--- src/common/ubd_pkg.sv ---
// Purpose: Shared constants and carriers for the receive-error status and baud divider block
// Assumes: Byte-wide register port, two serial channels, one core clock
// Notes:   Rules are listed below; the logic carries them out without tagging them
// Function
// - A received character with an error shows which kind of error it was in separate flag bits.
// - The status register is 8 bits, read only, cleared by reset, with bits 7 to 3 always zero.
// - Bit 2 is set when the received parity does not match the configured parity, else zero.
// - Bit 1 is set when no valid stop bit ends the received character.
// - Each channel has an 8-bit read-write divisor register, byte written, cleared by reset.
// - The serial clock is the baud source clock divided by the divisor k, for k from 8 to 255.
// - The baud source is the external clock pin, core clock over powers of two to 512, or a timer.
// - The reception controller checks errors on every receive and updates the flags to match.
package ubd_pkg;

  localparam int          CH_NUM = 2;
  localparam logic [31:0] STS_ADDR [CH_NUM] = '{32'hfffff302, 32'hfffff312};
  localparam logic [31:0] DIV_ADDR [CH_NUM] = '{32'hfffff304, 32'hfffff314};

  localparam int          PE_BIT  = 2;
  localparam int          FE_BIT  = 1;
  localparam int          OV_BIT  = 0;
  localparam int          FLAG_W  = 3;

  localparam logic [7:0]  STS_RST = 8'h00;
  localparam logic [7:0]  DIV_RST = 8'h00;
  localparam logic [7:0]  DIV_MIN = 8'h08;

  localparam int          PRE_W     = 9;
  localparam logic [3:0]  SEL_EXT   = 4'h0;
  localparam logic [3:0]  SEL_TIMER = 4'h7;
  localparam logic [3:0]  SEL_LAST  = 4'hb;

  // One receive-side event group from the reception controller, same clock
  typedef struct packed {
    logic done;
    logic parityBad;
    logic stopMissing;
    logic bufRead;
  } ubd_rx_evt_s;

  typedef struct packed {
    logic        rd;
    logic        wr;
    logic [31:0] addr;
    logic [7:0]  wdata;
  } ubd_bus_req_s;

  typedef struct packed {
    logic       valid;
    logic [7:0] data;
  } ubd_bus_rsp_s;

endpackage : ubd_pkg

--- src/hw/ubd_baud_divider.sv ---
// Purpose: Divide the selected baud source ticks by the programmed divisor
// Assumes: srcTick is a one-cycle pulse on core_clk
// Notes:   Divisors below the minimum keep the counter at zero, so a stopped port is harmless
`timescale 1ns/1ps
module ubd_baud_divider #(
  parameter int DIV_W = 8
) (
  // Clock and reset
  input  wire logic             core_clk,
  input  wire logic             rst_n,
  // Source and setting
  input  wire logic             srcTick,
  input  wire logic [DIV_W-1:0] divisor,
  // Serial clock tick
  output logic                  baudTick
);
  import ubd_pkg::*;

  logic [DIV_W-1:0] cnt_ff;
  logic             baudTick_ff;
  logic             divOk;

  if (DIV_W != 8) begin : g_bad_width
    $error("ubd_baud_divider supports DIV_W of 8 only");
  end

  assign divOk    = divisor >= DIV_MIN;
  assign baudTick = baudTick_ff;

  // Wrap on >= so a smaller divisor written mid-count cannot strand the counter
  always_ff @(posedge core_clk) begin
    if (!rst_n) begin
      cnt_ff      <= '0;
      baudTick_ff <= 1'b0;
    end else if (!divOk) begin
      cnt_ff      <= '0;
      baudTick_ff <= 1'b0;
    end else if (srcTick && (cnt_ff >= divisor - 8'h01)) begin
      cnt_ff      <= '0;
      baudTick_ff <= 1'b1;
    end else begin
      cnt_ff      <= srcTick ? cnt_ff + 8'h01 : cnt_ff;
      baudTick_ff <= 1'b0;
    end
  end

  a_div_stopped: assert property (@(posedge core_clk) disable iff (!rst_n)
    (divisor < DIV_MIN) |=> !baudTick)
    else $error("serial tick while divisor below minimum");

  a_tick_gap: assert property (@(posedge core_clk) disable iff (!rst_n)
    baudTick |=> !baudTick [*7])
    else $error("serial ticks closer than the minimum divisor");

  a_tick_cause: assert property (@(posedge core_clk) disable iff (!rst_n)
    baudTick |-> $past(srcTick) && $past(divisor) >= DIV_MIN)
    else $error("serial tick without a source tick");

endmodule : ubd_baud_divider

--- src/hw/ubd_uart_status_baud.sv ---
// Purpose: Receive-error status and baud divider registers for two serial channels
// Assumes: Reception controller and timer outputs run on core_clk; external clock pins do not
// Notes:   Register port is a one-cycle byte strobe; read data follows one cycle later
`timescale 1ns/1ps
module ubd_uart_status_baud (
  // Clock and reset
  input  wire logic                 core_clk,
  input  wire logic                 rst_n,
  // Register port
  input  ubd_pkg::ubd_bus_req_s     busReq,
  output ubd_pkg::ubd_bus_rsp_s     busRsp,
  // Reception controller events
  input  ubd_pkg::ubd_rx_evt_s      rxEvt [ubd_pkg::CH_NUM],
  // Baud source selection and sources
  input  wire logic [2:0]           prescalerSelectLow [ubd_pkg::CH_NUM],
  input  wire logic [ubd_pkg::CH_NUM-1:0] prescalerSelectHigh,
  input  wire logic [ubd_pkg::CH_NUM-1:0] extClkPin,
  input  wire logic [ubd_pkg::CH_NUM-1:0] timerOut,
  // Results
  output logic [ubd_pkg::CH_NUM-1:0] baudTick,
  output logic [ubd_pkg::FLAG_W-1:0] rxErrorFlags [ubd_pkg::CH_NUM]
);
  import ubd_pkg::*;

  // Pick the source tick for one channel from its prescaler select code
  function automatic logic srcTickOf(input logic [3:0]       sel,
                                     input logic [PRE_W-1:0] pre,
                                     input logic             extEdge,
                                     input logic             tmrEdge);
    logic [PRE_W-1:0] mask;
    int               m;
    mask = '0;
    m    = 0;
    if (sel == SEL_EXT) begin
      return extEdge;
    end
    if (sel == SEL_TIMER) begin
      return tmrEdge;
    end
    if (sel > SEL_LAST) begin
      return 1'b0;
    end
    m    = (sel < SEL_TIMER) ? int'(sel) - 1 : int'(sel) - 2;
    mask = PRE_W'((1 << m) - 1);
    return &(pre | ~mask);
  endfunction : srcTickOf

  logic [PRE_W-1:0]  preCnt_ff;
  logic [7:0]        divisor_ff   [CH_NUM];
  logic [FLAG_W-1:0] flags_ff     [CH_NUM];
  logic [CH_NUM-1:0] bufFull_ff;
  logic [CH_NUM-1:0] extSync1_ff;
  logic [CH_NUM-1:0] extSync2_ff;
  logic [CH_NUM-1:0] extPrev_ff;
  logic [CH_NUM-1:0] tmrPrev_ff;
  logic [CH_NUM-1:0] srcTick;
  logic [CH_NUM-1:0] overrun;
  logic [3:0]        selCode      [CH_NUM];
  ubd_bus_rsp_s      busRsp_ff;
  logic [7:0]        nxt_rdata;

  assign busRsp = busRsp_ff;

  // Free-running power-of-two prescaler shared by both channels
  always_ff @(posedge core_clk) begin
    if (!rst_n) begin
      preCnt_ff <= '0;
    end else begin
      preCnt_ff <= preCnt_ff + 9'h001;
    end
  end

  // External clock pins are asynchronous; edges are taken after the second stage
  always_ff @(posedge core_clk) begin
    if (!rst_n) begin
      extSync1_ff <= '0;
      extSync2_ff <= '0;
      extPrev_ff  <= '0;
      tmrPrev_ff  <= '0;
    end else begin
      extSync1_ff <= extClkPin;
      extSync2_ff <= extSync1_ff;
      extPrev_ff  <= extSync2_ff;
      tmrPrev_ff  <= timerOut;
    end
  end

  // Read decode; unmapped addresses read as zero
  always_comb begin
    nxt_rdata = 8'h00;
    for (int i = 0; i < CH_NUM; i++) begin
      if (busReq.addr == STS_ADDR[i]) begin
        nxt_rdata = {5'h00, flags_ff[i]};
      end
      if (busReq.addr == DIV_ADDR[i]) begin
        nxt_rdata = divisor_ff[i];
      end
    end
  end

  always_ff @(posedge core_clk) begin
    if (!rst_n) begin
      busRsp_ff <= '0;
    end else begin
      busRsp_ff.valid <= busReq.rd;
      busRsp_ff.data  <= busReq.rd ? nxt_rdata : 8'h00;
    end
  end

  for (genvar i = 0; i < CH_NUM; i++) begin : g_ch
    assign selCode[i]      = {prescalerSelectHigh[i], prescalerSelectLow[i]};
    assign srcTick[i]      = srcTickOf(selCode[i], preCnt_ff,
                                       extSync2_ff[i] & ~extPrev_ff[i],
                                       timerOut[i] & ~tmrPrev_ff[i]);
    // A read in the same cycle as a completion served the older character
    assign overrun[i]      = rxEvt[i].done & bufFull_ff[i] & ~rxEvt[i].bufRead;
    assign rxErrorFlags[i] = flags_ff[i];

    // Divisor register, byte write only; status addresses ignore writes
    always_ff @(posedge core_clk) begin
      if (!rst_n) begin
        divisor_ff[i] <= DIV_RST;
      end else if (busReq.wr && busReq.addr == DIV_ADDR[i]) begin
        divisor_ff[i] <= busReq.wdata;
      end
    end

    // Completion sets the holding buffer busy and wins over a read in the same cycle
    always_ff @(posedge core_clk) begin
      if (!rst_n) begin
        bufFull_ff[i] <= 1'b0;
      end else if (rxEvt[i].done) begin
        bufFull_ff[i] <= 1'b1;
      end else if (rxEvt[i].bufRead) begin
        bufFull_ff[i] <= 1'b0;
      end
    end

    // Flags describe only the latest completed character
    always_ff @(posedge core_clk) begin
      if (!rst_n) begin
        flags_ff[i] <= STS_RST[FLAG_W-1:0];
      end else if (rxEvt[i].done) begin
        flags_ff[i][PE_BIT] <= rxEvt[i].parityBad;
        flags_ff[i][FE_BIT] <= rxEvt[i].stopMissing;
        flags_ff[i][OV_BIT] <= overrun[i];
      end
    end

    ubd_baud_divider #(
      .DIV_W    (8)
    ) u_div (
      .core_clk (core_clk),
      .rst_n    (rst_n),
      .srcTick  (srcTick[i]),
      .divisor  (divisor_ff[i]),
      .baudTick (baudTick[i])
    );

    a_flags_refresh: assert property (@(posedge core_clk) disable iff (!rst_n)
      rxEvt[i].done |=> flags_ff[i] == {$past(rxEvt[i].parityBad),
                                        $past(rxEvt[i].stopMissing), $past(overrun[i])})
      else $error("error flags not refreshed on completion");

    a_flags_hold: assert property (@(posedge core_clk) disable iff (!rst_n)
      !rxEvt[i].done |=> $stable(flags_ff[i]))
      else $error("error flags changed without a completion");

    a_overrun_pair: assert property (@(posedge core_clk) disable iff (!rst_n)
      (rxEvt[i].done && !rxEvt[i].bufRead) ##1 rxEvt[i].done [*1] ##0 !rxEvt[i].bufRead
      |=> flags_ff[i][OV_BIT])
      else $error("second unread completion did not flag overrun");

    a_overrun_clear: assert property (@(posedge core_clk) disable iff (!rst_n)
      (rxEvt[i].done && !bufFull_ff[i]) |=> !flags_ff[i][OV_BIT])
      else $error("overrun flagged with empty buffer");

    a_src_fxx: assert property (@(posedge core_clk) disable iff (!rst_n)
      (selCode[i] == 4'h1) |-> srcTick[i])
      else $error("undivided source selection did not tick every cycle");

    a_src_max: assert property (@(posedge core_clk) disable iff (!rst_n)
      (selCode[i] == SEL_LAST) |-> (srcTick[i] == (preCnt_ff == 9'h1ff)))
      else $error("divide by 512 source ticks at the wrong count");

    a_div_write: assert property (@(posedge core_clk) disable iff (!rst_n)
      (busReq.wr && busReq.addr == DIV_ADDR[i]) |=> divisor_ff[i] == $past(busReq.wdata))
      else $error("divisor write not stored");
  end

  a_upper_zero: assert property (@(posedge core_clk) disable iff (!rst_n)
    (busReq.rd && (busReq.addr == STS_ADDR[0] || busReq.addr == STS_ADDR[1]))
    |=> busRsp_ff.valid && busRsp_ff.data[7:3] == 5'h00)
    else $error("status read shows nonzero upper bits");

  a_reset_clear: assert property (@(posedge core_clk)
    !rst_n |=> flags_ff[0] == '0 && flags_ff[1] == '0 && divisor_ff[0] == DIV_RST)
    else $error("registers not cleared by reset");

endmodule : ubd_uart_status_baud

--- config.mk ---
export PLATFORM = sky130hd
export DESIGN_NAME = ubd_uart_status_baud
export DESIGN_NICKNAME = d
export VERILOG_FILES = /design/src/common/ubd_pkg.sv /design/src/hw/ubd_baud_divider.sv /design/src/hw/ubd_uart_status_baud.sv
export SDC_FILE = /design/constraint.sdc
export NUM_CORES = 1
export LEC_CHECK = 0
export BUFFER_PORTS_ARGS = -buffer_cell sky130_fd_sc_hd__buf_2
export CAP_MARGIN = 20
export CORE_UTILIZATION = 45
export DETAILED_ROUTE_END_ITERATION = 12
export PLACE_DENSITY_LB_ADDON = 0.08
export SLEW_MARGIN = 20
export SYNTH_ARGS = -nofsm -noshare
export SYNTH_HDL_FRONTEND = slang
export SYNTH_SLANG_ARGS = --single-unit
--- constraint.sdc ---
create_clock -name core_clk -period 4.06 [get_ports core_clk]
set_clock_uncertainty 0.1 [all_clocks]
set_input_delay 0.406 -clock core_clk [delete_from_list [all_inputs] [get_ports core_clk]]
set_output_delay 0.406 -clock core_clk [all_outputs]
set_load 0.01 [all_outputs]
==> out/qor.csv, run 1 <==
stage,metric,value,unit
global_route,grt_start_max_net_pins,35,
worst_setup_path,r2r-start,divisor_ff[0][2]$_SDFFCE_PN0P_,
worst_setup_path,setup.worst_path.start_class,input port,
timing,worst_pin_slew,586,ps
worst_setup_path,worst_setup_path_endpoint,g_ch[0].u_div.cnt_ff[5]$_SDFFE_PP0P_,
floorplan,initial_core_util,47.1,%
worst_setup_path,timing.critical_path.fanout_max,16,
timing,post-route-period-util,93.4,%
timing,drv_slew,0,
min_path,holdCritPathClass,in2reg,
finish,post-route-util,54.8,%
synthesis,synth_xor_xnor_area_share,5.76,%
clock_tree,cts_root_buffer,sky130_fd_sc_hd__clkbuf_8,
synthesis,synth-edff-count,22,
detailed_routing,vias_per_cell,5.55,
synthesis,synth_top_family_by_area,simple AND/OR/NAND/NOR gates,
placement,finalWeightedCongestion,0.907,
synthesis,ys_async_sr_fraction,0,%
synthesis,synth_seq_cells,68,
clock_tree,path_clk_slew,80,ps
worst_setup_path,cp_data_required_time,4230,ps
finish,num-nets-final,664,
detailed_routing,post_detailed_route_wirelength_per_cell,14.8,um
synthesis,synth-adder-area-share,9.92,%
outcome,outcome,finished clean,
power_and_ir_drop,leakagePower,2.15,nW
worst_setup_path,crit_top_cell,sky130_fd_sc_hd__ha_1,
finish,final_layout_size_suffix_gt1_share,20.2,%
power_and_ir_drop,power.share.clock,36.2,%
floorplan,die_area,0.0102,sq mm
finish,layoutNonFillerInstCount,699,
clock_tree,insertion_delay,340,ps
worst_setup_path,crit_path_end_kind,register,
global_route,first_global_vias,3565,
worst_setup_path,timing.setup.critical_path_class,in2reg,
worst_setup_path,crit-reg2reg-capture,g_ch[0].u_div.cnt_ff[1]$_SDFFE_PP0P_,
placement,numPlacedInstances,683,
floorplan,fp.coreArea,0.00937,sq mm
synthesis,postSynthNetCount,583,
power_and_ir_drop,power.combinational.fraction,16.3,%
floorplan,die-height,101,um
synthesis,syn_area,0.00441,sq mm
worst_setup_path,crit_path_start,prescalerSelectLow[3],
timing,report.final.hold_viol_count,0,
timing,final_worst_slack,269,ps
synthesis,syn_inst,484,
detailed_routing,firstDrtPassIters,4,
min_path,min_delay_path_depth,2,
detailed_routing,route.final.wire_length,10.4,mm
timing,setup-violations-final,0,
clock_tree,htree_levels,3,
worst_setup_path,timing.critical_path.arrival,3960,ps
placement,placement.io_buffers,80,
global_route,groute.usage.overall,20.8,%
timing,min_period,3790,ps
clock_tree,tritoncts.num_buffers,9,
synthesis,synth-compound-area-share,15.2,%
clock_tree,clk_path_buf_depth,2,
worst_setup_path,critical_path.max_stage_delay,550,ps
timing,clock.fmax,264,MHz
worst_setup_path,timing.critical_path.cells,buf_2 > inv_1 > ha_1 > or3b_1 > a21oi_2 > or2_1 > nand2_1 > or3_1 > ha_1 > o311ai_1 > o21ai_1 > nor4_2 > a31oi_4 > or4_1 > a21oi_1,
power_and_ir_drop,internal_power,0.00113,W
detailed_routing,drt_iter0_drc,108,
finish,areaGrowthSynthToFinish,16.3,%
detailed_routing,drt_drc_violations_left,0,
placement,detailedPlace.worstSlack,-118,ps
power_and_ir_drop,p_sw_share,27.5,%
timing,rsz0062_at_grt,false,
worst_setup_path,cell_type_of_the_slowest_stage_on_the_worst_timing_path,sky130_fd_sc_hd__or4_1,
timing,setup_tns,0,ps
synthesis,synth_ff_type,sky130_fd_sc_hd__dfxtp_1,
synthesis,synthSimpleGateAreaFrac,26.0,%
global_route,grt_overflow,0,
floorplan,top_level_ports,81,
floorplan,die_x,101,um
power_and_ir_drop,worst_ir_drop_vdd,217,uV
clock_tree,tritoncts,done,
synthesis,synthMuxAreaShare,2.84,%
placement,dpl.hpwl,8.09,mm
clock_tree,clock_sinks,68,
global_route,grt_antenna_before_repair,0,
power_and_ir_drop,power_density,304,mW/mm^2
synthesis,average_footprint_of_a_synthesized_cell,9.12,sq um
worst_setup_path,r2r_setup_slack,1340,ps
worst_setup_path,worst_r2r_path_depth,10,
detailed_routing,route.vias.total,3879,
power_and_ir_drop,power.switching,0.000430,W
synthesis,synth.yosys.warnings,0,
timing,timing.slew.headroom,60.8,%
power_and_ir_drop,share_seq_of_total_power,47.4,%
floorplan,number_of_cell_rows,35,
job,total_of_max_cap_violations,0,
synthesis,synth.lib_cells_used.distinct,71,
timing,finalHoldWorstSlack,172,ps
global_route,grt_first_pass_wirelength,16.5,mm
finish,n_antenna_cell,0,
detailed_routing,antenna_left,0,
synthesis,yosysSeqAreaShare,35.8,%
## routing by layer
metal  up-vias  part of all wire, %  track usage, %
met1      1845                   46            25.7
met3         4                  4.3            3.19
met2       101                   49            36.6
met5         -                    0               0
li1       1929                    -               -
met4         0                 0.51            7.13
## cell type report
cell class / instances / area (sq um)
fill: 898 / 4240
multi-input combinational: 375 / 2650
sequential: 68 / 1580
timing repair buffer: 86 / 445
clock buffer: 12 / 178
tap: 129 / 161
inverter: 25 / 93.8
clock inverter: 4 / 26.3
## worst max-delay path: cells and delay by family
kind / cells / cell delay, ps
AO/OA/AOI/OAI: 5 / 820
adder cells (fa/ha/maj): 2 / 530
buffers and inverters: 2 / 270
AND/OR/NAND/NOR: 6 / 1930
## worst min-delay path by stage
| stage | startpoint | endpoint | slack (ps) |
|---|---|---|---|
| detailed placement | extSync1_ff[1]$_SDFF_PN0_ | extSync2_ff[1]$_SDFF_PN0_ | 320 |
| global route | extClkPin[0] | extSync1_ff[0]$_SDFF_PN0_ | 150 |
| finish | extClkPin[0] | extSync1_ff[0]$_SDFF_PN0_ | 170 |
| global placement | extSync1_ff[1]$_SDFF_PN0_ | extSync2_ff[1]$_SDFF_PN0_ | 310 |
| CTS | extClkPin[0] | extSync1_ff[0]$_SDFF_PN0_ | 160 |
| floorplan | extSync1_ff[0]$_SDFF_PN0_ | extSync2_ff[0]$_SDFF_PN0_ | 310 |
## flip-flops by register name (all words and copies together) (netlist names)
| register | cells |
|---|---|
| bufFull_ff | 2 |
| busRsp | 9 |
| divisor_ff | 16 |
| extPrev_ff | 2 |
| extSync1_ff | 2 |
| extSync2_ff | 2 |
| flags_ff | 6 |
| g_ch.u_div.baudTick | 2 |
| g_ch.u_div.cnt_ff | 16 |
| preCnt_ff | 9 |
| tmrPrev_ff | 2 |
## what timing repair did
item                       in CTS  in global routing
setup endpoints to repair       0                  8
gates resized for setup         0                  1
hold endpoints to repair        0                  0
setup buffers                   0                  0
hold buffers                    0                  0
## placed cells by master, fill, tap and decap left out, types with 4 or more instances in the layout
master / Yosys / final
sky130_fd_sc_hd__and3_1: 9 / 9
sky130_fd_sc_hd__xor2_1: 5 / 5
sky130_fd_sc_hd__nand3_1: 18 / 18
sky130_fd_sc_hd__clkbuf_8: 0 / 9
sky130_fd_sc_hd__edfxtp_1: 22 / 22
sky130_fd_sc_hd__nand2_1: 33 / 33
sky130_fd_sc_hd__a21oi_1: 15 / 15
sky130_fd_sc_hd__ha_1: 35 / 35
sky130_fd_sc_hd__or3_1: 9 / 9
sky130_fd_sc_hd__nand2b_1: 9 / 9
sky130_fd_sc_hd__nand4_1: 9 / 9
sky130_fd_sc_hd__buf_2: 2 / 80
sky130_fd_sc_hd__o31ai_1: 4 / 4
sky130_fd_sc_hd__o21ai_0: 21 / 21
sky130_fd_sc_hd__nor2b_1: 6 / 6
sky130_fd_sc_hd__and2_1: 31 / 31
sky130_fd_sc_hd__nor4_1: 8 / 8
sky130_fd_sc_hd__dfxtp_1: 46 / 46
sky130_fd_sc_hd__nor2_1: 30 / 30
sky130_fd_sc_hd__buf_4: 4 / 6
sky130_fd_sc_hd__inv_1: 25 / 25
sky130_fd_sc_hd__xnor2_1: 24 / 24
sky130_fd_sc_hd__o21a_1: 4 / 4
sky130_fd_sc_hd__mux2i_1: 11 / 11
sky130_fd_sc_hd__o2111ai_1: 4 / 4
sky130_fd_sc_hd__nor3_1: 23 / 23
## cells by family (layout without fill, tap and decap cells)
logic type	after synthesis	in the layout
AO/OA/AOI/OAI	92	92
XOR/XNOR	29	29
adder cells (fa/ha/maj)	35	35
buffers and inverters	41	127
flip-flops	68	68
multiplexers	12	12
AND/OR/NAND/NOR	207	207
## cells in the mapped netlist, types with 5 or more instances
cell | number | share of area [%]
sky130_fd_sc_hd__nand2b_1 | 9 | 1.3
sky130_fd_sc_hd__nand2_1 | 33 | 2.8
sky130_fd_sc_hd__dfxtp_1 | 46 | 21
sky130_fd_sc_hd__a21oi_1 | 15 | 1.7
sky130_fd_sc_hd__edfxtp_1 | 22 | 15
sky130_fd_sc_hd__nor2_1 | 30 | 2.6
sky130_fd_sc_hd__nor2b_1 | 6 | 0.85
sky130_fd_sc_hd__nor3_1 | 23 | 2.6
sky130_fd_sc_hd__inv_1 | 25 | 2.1
sky130_fd_sc_hd__xor2_1 | 5 | 0.99
sky130_fd_sc_hd__ha_1 | 35 | 9.9
sky130_fd_sc_hd__and2_1 | 31 | 4.4
sky130_fd_sc_hd__or3_1 | 9 | 1.3
sky130_fd_sc_hd__nand3_1 | 18 | 2.0
sky130_fd_sc_hd__nor4_1 | 8 | 1.1
sky130_fd_sc_hd__xnor2_1 | 24 | 4.8
sky130_fd_sc_hd__o21ai_0 | 21 | 2.4
sky130_fd_sc_hd__nand4_1 | 9 | 1.3
sky130_fd_sc_hd__mux2i_1 | 11 | 2.5
sky130_fd_sc_hd__and3_1 | 9 | 1.3
sky130_fd_sc_hd__clkbuf_1 | 7 | 0.60
## power by group through the flow
stage	Combinational [W]	Sequential [W]	Clock (W)
global placement	0.000245	0.000756	0
floorplan	0.000168	0.000753	0
CTS	0.000254	0.000740	0.000584
detailed placement	0.000252	0.000756	0
finish	0.000255	0.000740	0.000566
global route	0.000280	0.000744	0.000616
## through the flow
step           power, W  area (sq um)
2_1_floorplan  0.000921          4410
3_3_place_gp    0.00100          4920
3_5_place_dp    0.00101          4920
4_1_cts         0.00158          5120
5_1_grt         0.00164          5130
6_report        0.00156          5130
Note: power is estimated with default switching activity, not from simulation.
==> inputs of run 2 (changes only) <==
--- a/config.mk
+++ b/config.mk
@@ -7,7 +7,9 @@
 export LEC_CHECK = 0
 export BUFFER_PORTS_ARGS = -buffer_cell sky130_fd_sc_hd__buf_2
 export CAP_MARGIN = 20
-export CORE_UTILIZATION = 45
+export CELL_PAD_IN_SITES_DETAIL_PLACEMENT = 1
+export CELL_PAD_IN_SITES_GLOBAL_PLACEMENT = 1
+export CORE_UTILIZATION = 43
 export DETAILED_ROUTE_END_ITERATION = 12
 export PLACE_DENSITY_LB_ADDON = 0.08
 export SLEW_MARGIN = 20
==> run 2 against run 1 <==
Sequential share of layout area fell by 0.56 points. Wire length rose by 14%. Core utilization shrank 1.8 points. Via count grew 3.0%. Sequential power is essentially flat. Setup slack worse by 110 ps. Hold slack worse by 20 ps. Critical endpoint unchanged. Largest power group unchanged. Highest routed layer unchanged.
==> out/qor.csv, run 2 (synthesis results as in run 1) <==
stage,metric,value,unit,change
power_and_ir_drop,power.switching,0.000448,W,+4.2%
detailed_routing,route.final.wire_length,11.8,mm,+14%
floorplan,die_x,103,um,+2.3%
timing,post-route-period-util,96.0,%,+2.6 points
timing,final_worst_slack,164,ps,-105 ps
detailed_routing,drt_drc_violations_left,0,,unchanged
clock_tree,htree_levels,3,,unchanged
timing,report.final.hold_viol_count,0,,unchanged
floorplan,die-height,103,um,+2.3%
clock_tree,clk_path_buf_depth,2,,unchanged
floorplan,initial_core_util,44.7,%,-2.4 points
finish,top_registers,"divisor_ff: 16 flops, g_ch.u_div.cnt_ff: 16 flops",,
timing,drv_slew,0,,unchanged
detailed_routing,firstDrtPassIters,4,,unchanged
worst_setup_path,timing.critical_path.fanout_max,16,,unchanged
global_route,grt_antenna_before_repair,1,,+1
detailed_routing,antenna_left,0,,unchanged
clock_tree,cts_setup_buffers,0,,unchanged
placement,detailedPlace.worstSlack,-197,ps,-78.7 ps
placement,placement.io_buffers,80,,unchanged
timing,min_period,3900,ps,+105 ps
timing,rsz0062_at_grt,false,,
timing,timing.slew.headroom,59.1,%,-1.7 points
floorplan,top_level_ports,81,,unchanged
power_and_ir_drop,p_sw_share,26.9,%,-0.65 points
clock_tree,path_clk_slew,80,ps,about the same
clock_tree,insertion_delay,360,ps,+20 ps
detailed_routing,vias_per_cell,5.63,,+1.4%
power_and_ir_drop,power.combinational.fraction,16.0,%,-0.3 points
finish,sequential_cell_area,0.00158,sq mm,unchanged
finish,multi_input_comb_area,0.00265,sq mm,unchanged
placement,placedInstanceArea,0.00498,sq mm,+1.3%
timing,clock.fmax,257,MHz,-2.7%
detailed_routing,post_detailed_route_wirelength_per_cell,16.6,um,+12%
finish,final_layout_size_suffix_gt1_share,21.2,%,+1.0 points
worst_setup_path,crit_path_end_kind,register,,
finish,final_common_cell,sky130_fd_sc_hd__buf_2,,
power_and_ir_drop,power.share.clock,39.5,%,+3.3 points
global_route,grt_overflow,0,,unchanged
global_route,groute.usage.overall,22.8,%,+2.1 points
clock_tree,clock_sinks,68,,unchanged
timing,worst_pin_slew,612,ps,+25.7 ps
placement,finalWeightedCongestion,0.913,,+0.63%
clock_tree,cts_root_buffer,sky130_fd_sc_hd__clkbuf_8,,
clock_tree,tritoncts.num_buffers,9,,unchanged
power_and_ir_drop,worst_ir_drop_vdd,145,uV,-33%
finish,num-nets-final,670,,+0.90%
global_route,first_global_vias,3877,,+8.8%
power_and_ir_drop,internal_power,0.00122,W,+7.6%
worst_setup_path,setup.worst_path.start_class,input port,,
global_route,grt_first_pass_wirelength,18.3,mm,+11%
finish,fin_area,0.00523,sq mm,+1.9%
detailed_routing,route.vias.total,3994,,+3.0%
placement,dpl.hpwl,9.08,mm,+12%
clock_tree,tritoncts,done,,
worst_setup_path,cp_data_required_time,4240,ps,about the same
floorplan,die_area,0.0107,sq mm,+4.6%
power_and_ir_drop,share_seq_of_total_power,44.5,%,-2.9 points
min_path,holdCritPathClass,in2reg,,
finish,final_cell_mix,"sky130_fd_sc_hd__buf_2, sky130_fd_sc_hd__dfxtp_1, sky130_fd_sc_hd__ha_1",,
power_and_ir_drop,power_density,319,mW/mm^2,+4.8%
worst_setup_path,timing.setup.critical_path_class,in2reg,,
detailed_routing,drt_iter0_drc,90,,-17%
job,total_of_max_cap_violations,0,,unchanged
global_route,grt_start_max_net_pins,35,,unchanged
timing,setup-violations-final,0,,unchanged
power_and_ir_drop,leakagePower,2.19,nW,+2.1%
finish,areaGrowthSynthToFinish,18.5,%,
floorplan,fp.coreArea,0.00986,sq mm,+5.3%
outcome,outcome,finished clean,,
floorplan,number_of_cell_rows,36,,+2.9%
timing,setup_tns,0,ps,unchanged
clock_tree,hold_buffers,0,,unchanged
worst_setup_path,timing.critical_path.arrival,4080,ps,+120 ps
finish,fillCellCount,1191,,+33%
-- run 2: cell count changes in the layout (fill, tap and decap cells not counted), moves of 2 or more --
cell and delta:
sky130_fd_sc_hd__bufinv_16 +2, sky130_fd_sc_hd__clkbuf_8 +2, sky130_fd_sc_hd__buf_4 +5, sky130_fd_sc_hd__clkbuf_16 -2
-- run 2: path summary, 6_finish.rpt --
kind	start	endpoint	slack, ps	cells after the start
min reg2reg	extSync1_ff[1]$_SDFF_PN0_	extSync2_ff[1]$_SDFF_PN0_	340	1
max	prescalerSelectLow[4]	g_ch[0].u_div.cnt_ff[5]$_SDFFE_PP0P_	160	15
min	extClkPin[0]	extSync1_ff[0]$_SDFF_PN0_	150	2
max reg2reg	divisor_ff[1][2]$_SDFFCE_PN0P_	g_ch[1].u_div.cnt_ff[3]$_SDFFE_PP0P_	1190	9
-- run 2: critical path, stage by stage --
cell                       delay, ps
sky130_fd_sc_hd__buf_2           130
sky130_fd_sc_hd__inv_1           150
sky130_fd_sc_hd__ha_1            200
sky130_fd_sc_hd__or3b_1          370
sky130_fd_sc_hd__a21oi_2         180
sky130_fd_sc_hd__or2_1           140
sky130_fd_sc_hd__nand2_1          80
sky130_fd_sc_hd__or3_1           390
sky130_fd_sc_hd__ha_1            320
sky130_fd_sc_hd__o311ai_1        140
sky130_fd_sc_hd__o21ai_1         130
sky130_fd_sc_hd__nor4_2          420
sky130_fd_sc_hd__a31oi_4         270
sky130_fd_sc_hd__or4_1           560
sky130_fd_sc_hd__a21oi_1         170
-- run 2: power groups by stage --
| stage | Combinational, W | Sequential, W | Clock [W] |
|---|---|---|---|
| 2_1_floorplan | 0.000168 | 0.000753 | 0 |
| 3_3_place_gp | 0.000252 | 0.000756 | 0 |
| 3_5_place_dp | 0.000262 | 0.000757 | 0 |
| 4_1_cts | 0.000265 | 0.000742 | 0.000676 |
| 5_1_grt | 0.000294 | 0.000745 | 0.000702 |
| 6_report | 0.000266 | 0.000742 | 0.000659 |
-- run 2: cell type report --
type,instances,share of cell area [%]
Multi-Input combinational cell,375,50.6
Sequential cell,68,30.3
Timing Repair Buffer,92,9.62
Tap cell,133,3.18
Clock buffer,11,2.90
Inverter,25,1.80
Clock inverter,5,1.58
Antenna cell,1,0.0479
-- run 2: stage by stage --
step | hold WS, ps | total power (W) | std cells | utilization [%]
finish | 152 | 0.00167 | 710 | 53.0
CTS | 142 | 0.00168 | 709 | 52.9
floorplan | 312 | 0.000921 | 484 | -
global placement | 323 | 0.00101 | 693 | 50.5
detailed placement | 325 | 0.00102 | 693 | 50.5
global route | 138 | 0.00174 | 710 | 53.0
-- run 2: per-layer routing --
metal / vias to the layer above / global-route usage, % / wire length, um
met2: 102 / 41.5 / 6040
met5: - / 0 / 0
met3: 17 / 3.97 / 496
met4: 0 / 8.99 / 214
li1: 1941 / - / -
met1: 1934 / 26.7 / 5060
-- run 2: what timing repair did --
action | CTS | global route
endpoints found under the setup margin | 0 | 8
resized for setup | 0 | 1
hold endpoints to repair | 0 | 0
==> inputs of run 3 (changes only) <==
--- a/config.mk
+++ b/config.mk
@@ -5,11 +5,13 @@
 export SDC_FILE = /design/constraint.sdc
 export NUM_CORES = 1
 export LEC_CHECK = 0
+export ABC_AREA = 1
 export BUFFER_PORTS_ARGS = -buffer_cell sky130_fd_sc_hd__buf_2
 export CAP_MARGIN = 20
 export CELL_PAD_IN_SITES_DETAIL_PLACEMENT = 1
 export CELL_PAD_IN_SITES_GLOBAL_PLACEMENT = 1
-export CORE_UTILIZATION = 43
+export CORE_ASPECT_RATIO = 1.4
+export CORE_UTILIZATION = 41
 export DETAILED_ROUTE_END_ITERATION = 12
 export PLACE_DENSITY_LB_ADDON = 0.08
 export SLEW_MARGIN = 20
==> run 3 against run 2 <==
Highest routed layer unchanged. Register-to-register slack improved by 320 ps. Power rose by 21%. Critical path depth up 9. Critical endpoint is now g_ch[0].u_div.cnt_ff[4]$_SDFFE_PP0P_. Combinational power down 5%. First-iteration DRC count is 7.8% lower. Non-clock buffer count shrank 11. Maximum frequency is 35% higher. Wire length rose by 4.5%. Via count up 9.5%.
==> out/qor.csv, run 3 <==
stage,metric,value,unit,change
worst_setup_path,crit_path_end_kind,register,,
floorplan,die_area,0.0115,sq mm,+8.0%
worst_setup_path,setup.worst_path.start_class,input port,,
finish,final_cell_mix,"sky130_fd_sc_hd__nand2_1, sky130_fd_sc_hd__inv_1, sky130_fd_sc_hd__buf_2",,
placement,dpl.hpwl,10.0,mm,+10%
detailed_routing,route.final.wire_length,12.3,mm,+4.5%
global_route,first_global_vias,4598,,+19%
synthesis,syn_area,0.00455,sq mm,+3.1%
power_and_ir_drop,worst_ir_drop_vdd,212,uV,+46%
detailed_routing,post_detailed_route_wirelength_per_cell,14.3,um,-14%
global_route,grt_first_pass_wirelength,20.8,mm,+13%
global_route,grt_antenna_before_repair,0,,-1
clock_tree,cts_root_buffer,sky130_fd_sc_hd__clkbuf_16,,
finish,n_antenna_cell,0,,-1
global_route,grt_overflow,0,,unchanged
synthesis,ys_async_sr_fraction,0,%,unchanged
floorplan,die_x,91.0,um,-12%
synthesis,yosys-top-cells-count,"sky130_fd_sc_hd__nand2_1, sky130_fd_sc_hd__inv_1, sky130_fd_sc_hd__nor2_1",,
detailed_routing,drt_iter0_drc,83,,-7.8%
floorplan,top_level_ports,81,,unchanged
synthesis,yosys.cell_count.top_type,sky130_fd_sc_hd__nand2_1,,
floorplan,number_of_cell_rows,45,,+25%
clock_tree,insertion_delay,340,ps,-20 ps
min_path,min-delay-start,extClkPin[1],,
timing,worst_pin_slew,777,ps,+166 ps
floorplan,die-height,127,um,+23%
clock_tree,path_clk_slew,60,ps,-20 ps
worst_setup_path,crit_top_cell,sky130_fd_sc_hd__nand2_1,,
worst_setup_path,cell_type_of_the_slowest_stage_on_the_worst_timing_path,sky130_fd_sc_hd__ha_1,,
synthesis,syn_inst,632,,+31%
timing,post-route-period-util,70.9,%,-25 points
worst_setup_path,timing.critical_path.arrival,3010,ps,-1070 ps
min_path,holdCritPathClass,in2reg,,
detailed_routing,drt_drc_violations_left,0,,unchanged
synthesis,synth_seq_cells,68,,unchanged
clock_tree,clk_path_buf_depth,2,,unchanged
finish,top_registers,"divisor_ff: 16 flops, g_ch.u_div.cnt_ff: 16 flops",,
synthesis,synth.area.top_cells,"sky130_fd_sc_hd__dfxtp_1, sky130_fd_sc_hd__edfxtp_1, sky130_fd_sc_hd__nand2_1",,
synthesis,synth_ff_type,sky130_fd_sc_hd__dfxtp_1,,
finish,areaGrowthSynthToFinish,20.7,%,
finish,final_layout_size_suffix_gt1_share,18.9,%,-2.2 points
worst_setup_path,worst_path_dominant_cell_family,simple AND/OR/NAND/NOR gates,,
detailed_routing,antenna_left,0,,unchanged
timing,setup_tns,0,ps,unchanged
synthesis,average_footprint_of_a_synthesized_cell,7.20,sq um,-21%
timing,rsz0062_at_grt,false,,
worst_setup_path,worst_r2r_path_depth,13,,+4
min_path,worst_hold_path.endpoint,extSync1_ff[1]$_SDFF_PN0_,,
synthesis,postSynthNetCount,731,,+25%
worst_setup_path,crit-reg2reg-capture,g_ch[0].u_div.cnt_ff[6]$_SDFFE_PP0P_,,
worst_setup_path,path_buf_inv,3,,+1
placement,placement.io_buffers,80,,unchanged
floorplan,fp.coreArea,0.0108,sq mm,+9.6%
clock_tree,post_cts_resize_count,0,,unchanged
timing,drv_slew,0,,unchanged
synthesis,synth.top_cell.area_share,20.2,%,-0.63 points
timing,clock.fmax,348,MHz,+35%
synthesis,synth.yosys.warnings,0,,unchanged
clock_tree,htree_levels,3,,unchanged
power_and_ir_drop,power_density,367,mW/mm^2,+15%
power_and_ir_drop,leakagePower,2.70,nW,+23%
synthesis,yosysSeqAreaShare,34.8,%,-1.1 points
placement,finalWeightedCongestion,0.849,,-7.0%
synthesis,yosysTopAreaCell,sky130_fd_sc_hd__dfxtp_1,,
outcome,outcome,finished clean,,
worst_setup_path,timing.critical_path.cells,buf_2 > ha_1 > nand2_2 > nand4_1 > nand2_2 > nand2_4 > nor2_1 > inv_1 > ha_1 > or2_2 > nand3_1 > nor2_1 > nand2_1 > nor2_2 > nand2_1 > nor2_2 > nand2_1 > nand2_2 > nand2_4 > nand2_8 > nand2_1 > nand2_1 > inv_1 > nor2_2,,
worst_setup_path,r2r_setup_slack,1510,ps,+320 ps
global_route,groute.usage.overall,22.7,%,-0.090 points
timing,final_worst_slack,1180,ps,+1020 ps
clock_tree,clock_sinks,68,,unchanged
clock_tree,tritoncts,done,,
timing,setup-violations-final,0,,unchanged
timing,min_period,2880,ps,-1020 ps
worst_setup_path,timing.setup.critical_path_class,in2reg,,
synthesis,synth.lib_cells_used.distinct,35,,-51%
detailed_routing,route.vias.total,4373,,+9.5%
finish,fillCellCount,1448,,+22%
clock_tree,hold_buffers,0,,unchanged
finish,final_common_cell,sky130_fd_sc_hd__nand2_1,,
finish,num-nets-final,817,,+22%
worst_setup_path,timing.critical_path.fanout_max,9,,-7
detailed_routing,vias_per_cell,5.06,,-10%
job,total_of_max_cap_violations,0,,unchanged
synthesis,synth-edff-count,22,,unchanged
detailed_routing,firstDrtPassIters,4,,unchanged
timing,timing.slew.headroom,47.8,%,-11 points
worst_setup_path,cp_data_required_time,4190,ps,-50 ps
worst_setup_path,critical_path.max_stage_delay,270,ps,-290 ps
timing,report.final.hold_viol_count,0,,unchanged
clock_tree,cts_setup_buffers,0,,unchanged
clock_tree,tritoncts.num_buffers,9,,unchanged
worst_setup_path,r2r-start,divisor_ff[0][0]$_SDFFCE_PN0P_,,
floorplan,initial_core_util,42.1,%,-2.6 points
placement,detailedPlace.worstSlack,826,ps,+1020 ps
min_path,min_delay_path_depth,3,,+1
global_route,grt_start_max_net_pins,27,,-23%
[run 3: cell types whose count changed in the layout (fill, tap and decap cells not counted), moves of 17 or more]
cell	previous run	this run
sky130_fd_sc_hd__nor3_1	23	6
sky130_fd_sc_hd__xnor2_1	24	7
sky130_fd_sc_hd__and2_1	31	0
sky130_fd_sc_hd__nand2_1	33	129
sky130_fd_sc_hd__nand3_1	18	58
sky130_fd_sc_hd__nor2_1	30	76
sky130_fd_sc_hd__inv_1	25	103
[run 3: layout make-up]
cell class	count	area, sq um	area share, %
clock buffers	9	225	4.10
clock inverters	7	163	2.96
inverters	106	398	7.24
multi-input cells	452	2540	46.3
flip-flops and latches	68	1580	28.8
well taps	141	176	3.21
repair buffers	81	408	7.43
[run 3: worst max-delay path by stage]
stage	startpoint	to	slack [ps]	cells past startpoint
2_1_floorplan	prescalerSelectLow[3]	g_ch[0].u_div.cnt_ff[1]$_SDFFE_PP0P_	1270	22
3_3_place_gp	prescalerSelectLow[0]	g_ch[1].u_div.cnt_ff[1]$_SDFFE_PP0P_	900	21
3_5_place_dp	prescalerSelectLow[3]	g_ch[0].u_div.cnt_ff[6]$_SDFFE_PP0P_	830	23
4_1_cts	prescalerSelectLow[0]	g_ch[1].u_div.cnt_ff[1]$_SDFFE_PP0P_	1160	21
5_1_grt	prescalerSelectLow[0]	g_ch[1].u_div.cnt_ff[5]$_SDFFE_PP0P_	820	22
6_report	prescalerSelectLow[3]	g_ch[0].u_div.cnt_ff[4]$_SDFFE_PP0P_	1180	24
[run 3: routing by layer]
metal,vias up,global-route usage [%],part of all wire [%],wire length (um)
li1,2212,-,-,-
met1,2090,24.5,40,4980
met2,53,44.8,56,6860
met3,18,1.98,1.8,223
met4,0,9.34,2.3,279
met5,-,0,0,0
[run 3: cells by family after synthesis]
kind of cell	share of synthesized area, %
AO/OA/AOI/OAI	7.92
adder cells (fa/ha/maj)	9.62
buffers and inverters	9.40
XOR/XNOR	4.81
AND/OR/NAND/NOR	33.5
flip-flops	34.8
[run 3: metrics by stage]
step / power [W] / util, % / instance area, sq um / cells / hold WS [ps]
finish: 0.00202 / 50.8 / 5490 / 864 / 153
global route: 0.00209 / 50.8 / 5490 / 864 / 165
CTS: 0.00203 / 50.8 / 5490 / 864 / 149
detailed placement: 0.00101 / 47.2 / 5100 / 848 / 306
global placement: 0.000999 / 47.2 / 5100 / 848 / 301
floorplan: 0.000918 / - / 4550 / 632 / 290
[run 3: worst register-to-register path, stage by stage, from the launching register on]
cell and delay (ps):
sky130_fd_sc_hd__edfxtp_1 410, sky130_fd_sc_hd__inv_1 170, sky130_fd_sc_hd__ha_1 260, sky130_fd_sc_hd__ha_1 270
sky130_fd_sc_hd__a21boi_0 130, sky130_fd_sc_hd__o21a_1 180, sky130_fd_sc_hd__o21a_1 170, sky130_fd_sc_hd__o211ai_1 160
sky130_fd_sc_hd__nand2_1 70, sky130_fd_sc_hd__a21oi_1 140, sky130_fd_sc_hd__o21bai_1 110, sky130_fd_sc_hd__nand2_4 110
sky130_fd_sc_hd__nand2_8 90, sky130_fd_sc_hd__nor2_2 110
[run 3: power by group]
part / switching [W] / internal, W / total (W)
Combinational: 0.000159 / 0.0000942 / 0.000254
Sequential: 0.0000184 / 0.000724 / 0.000742
Clock: 0.000300 / 0.000723 / 0.00102
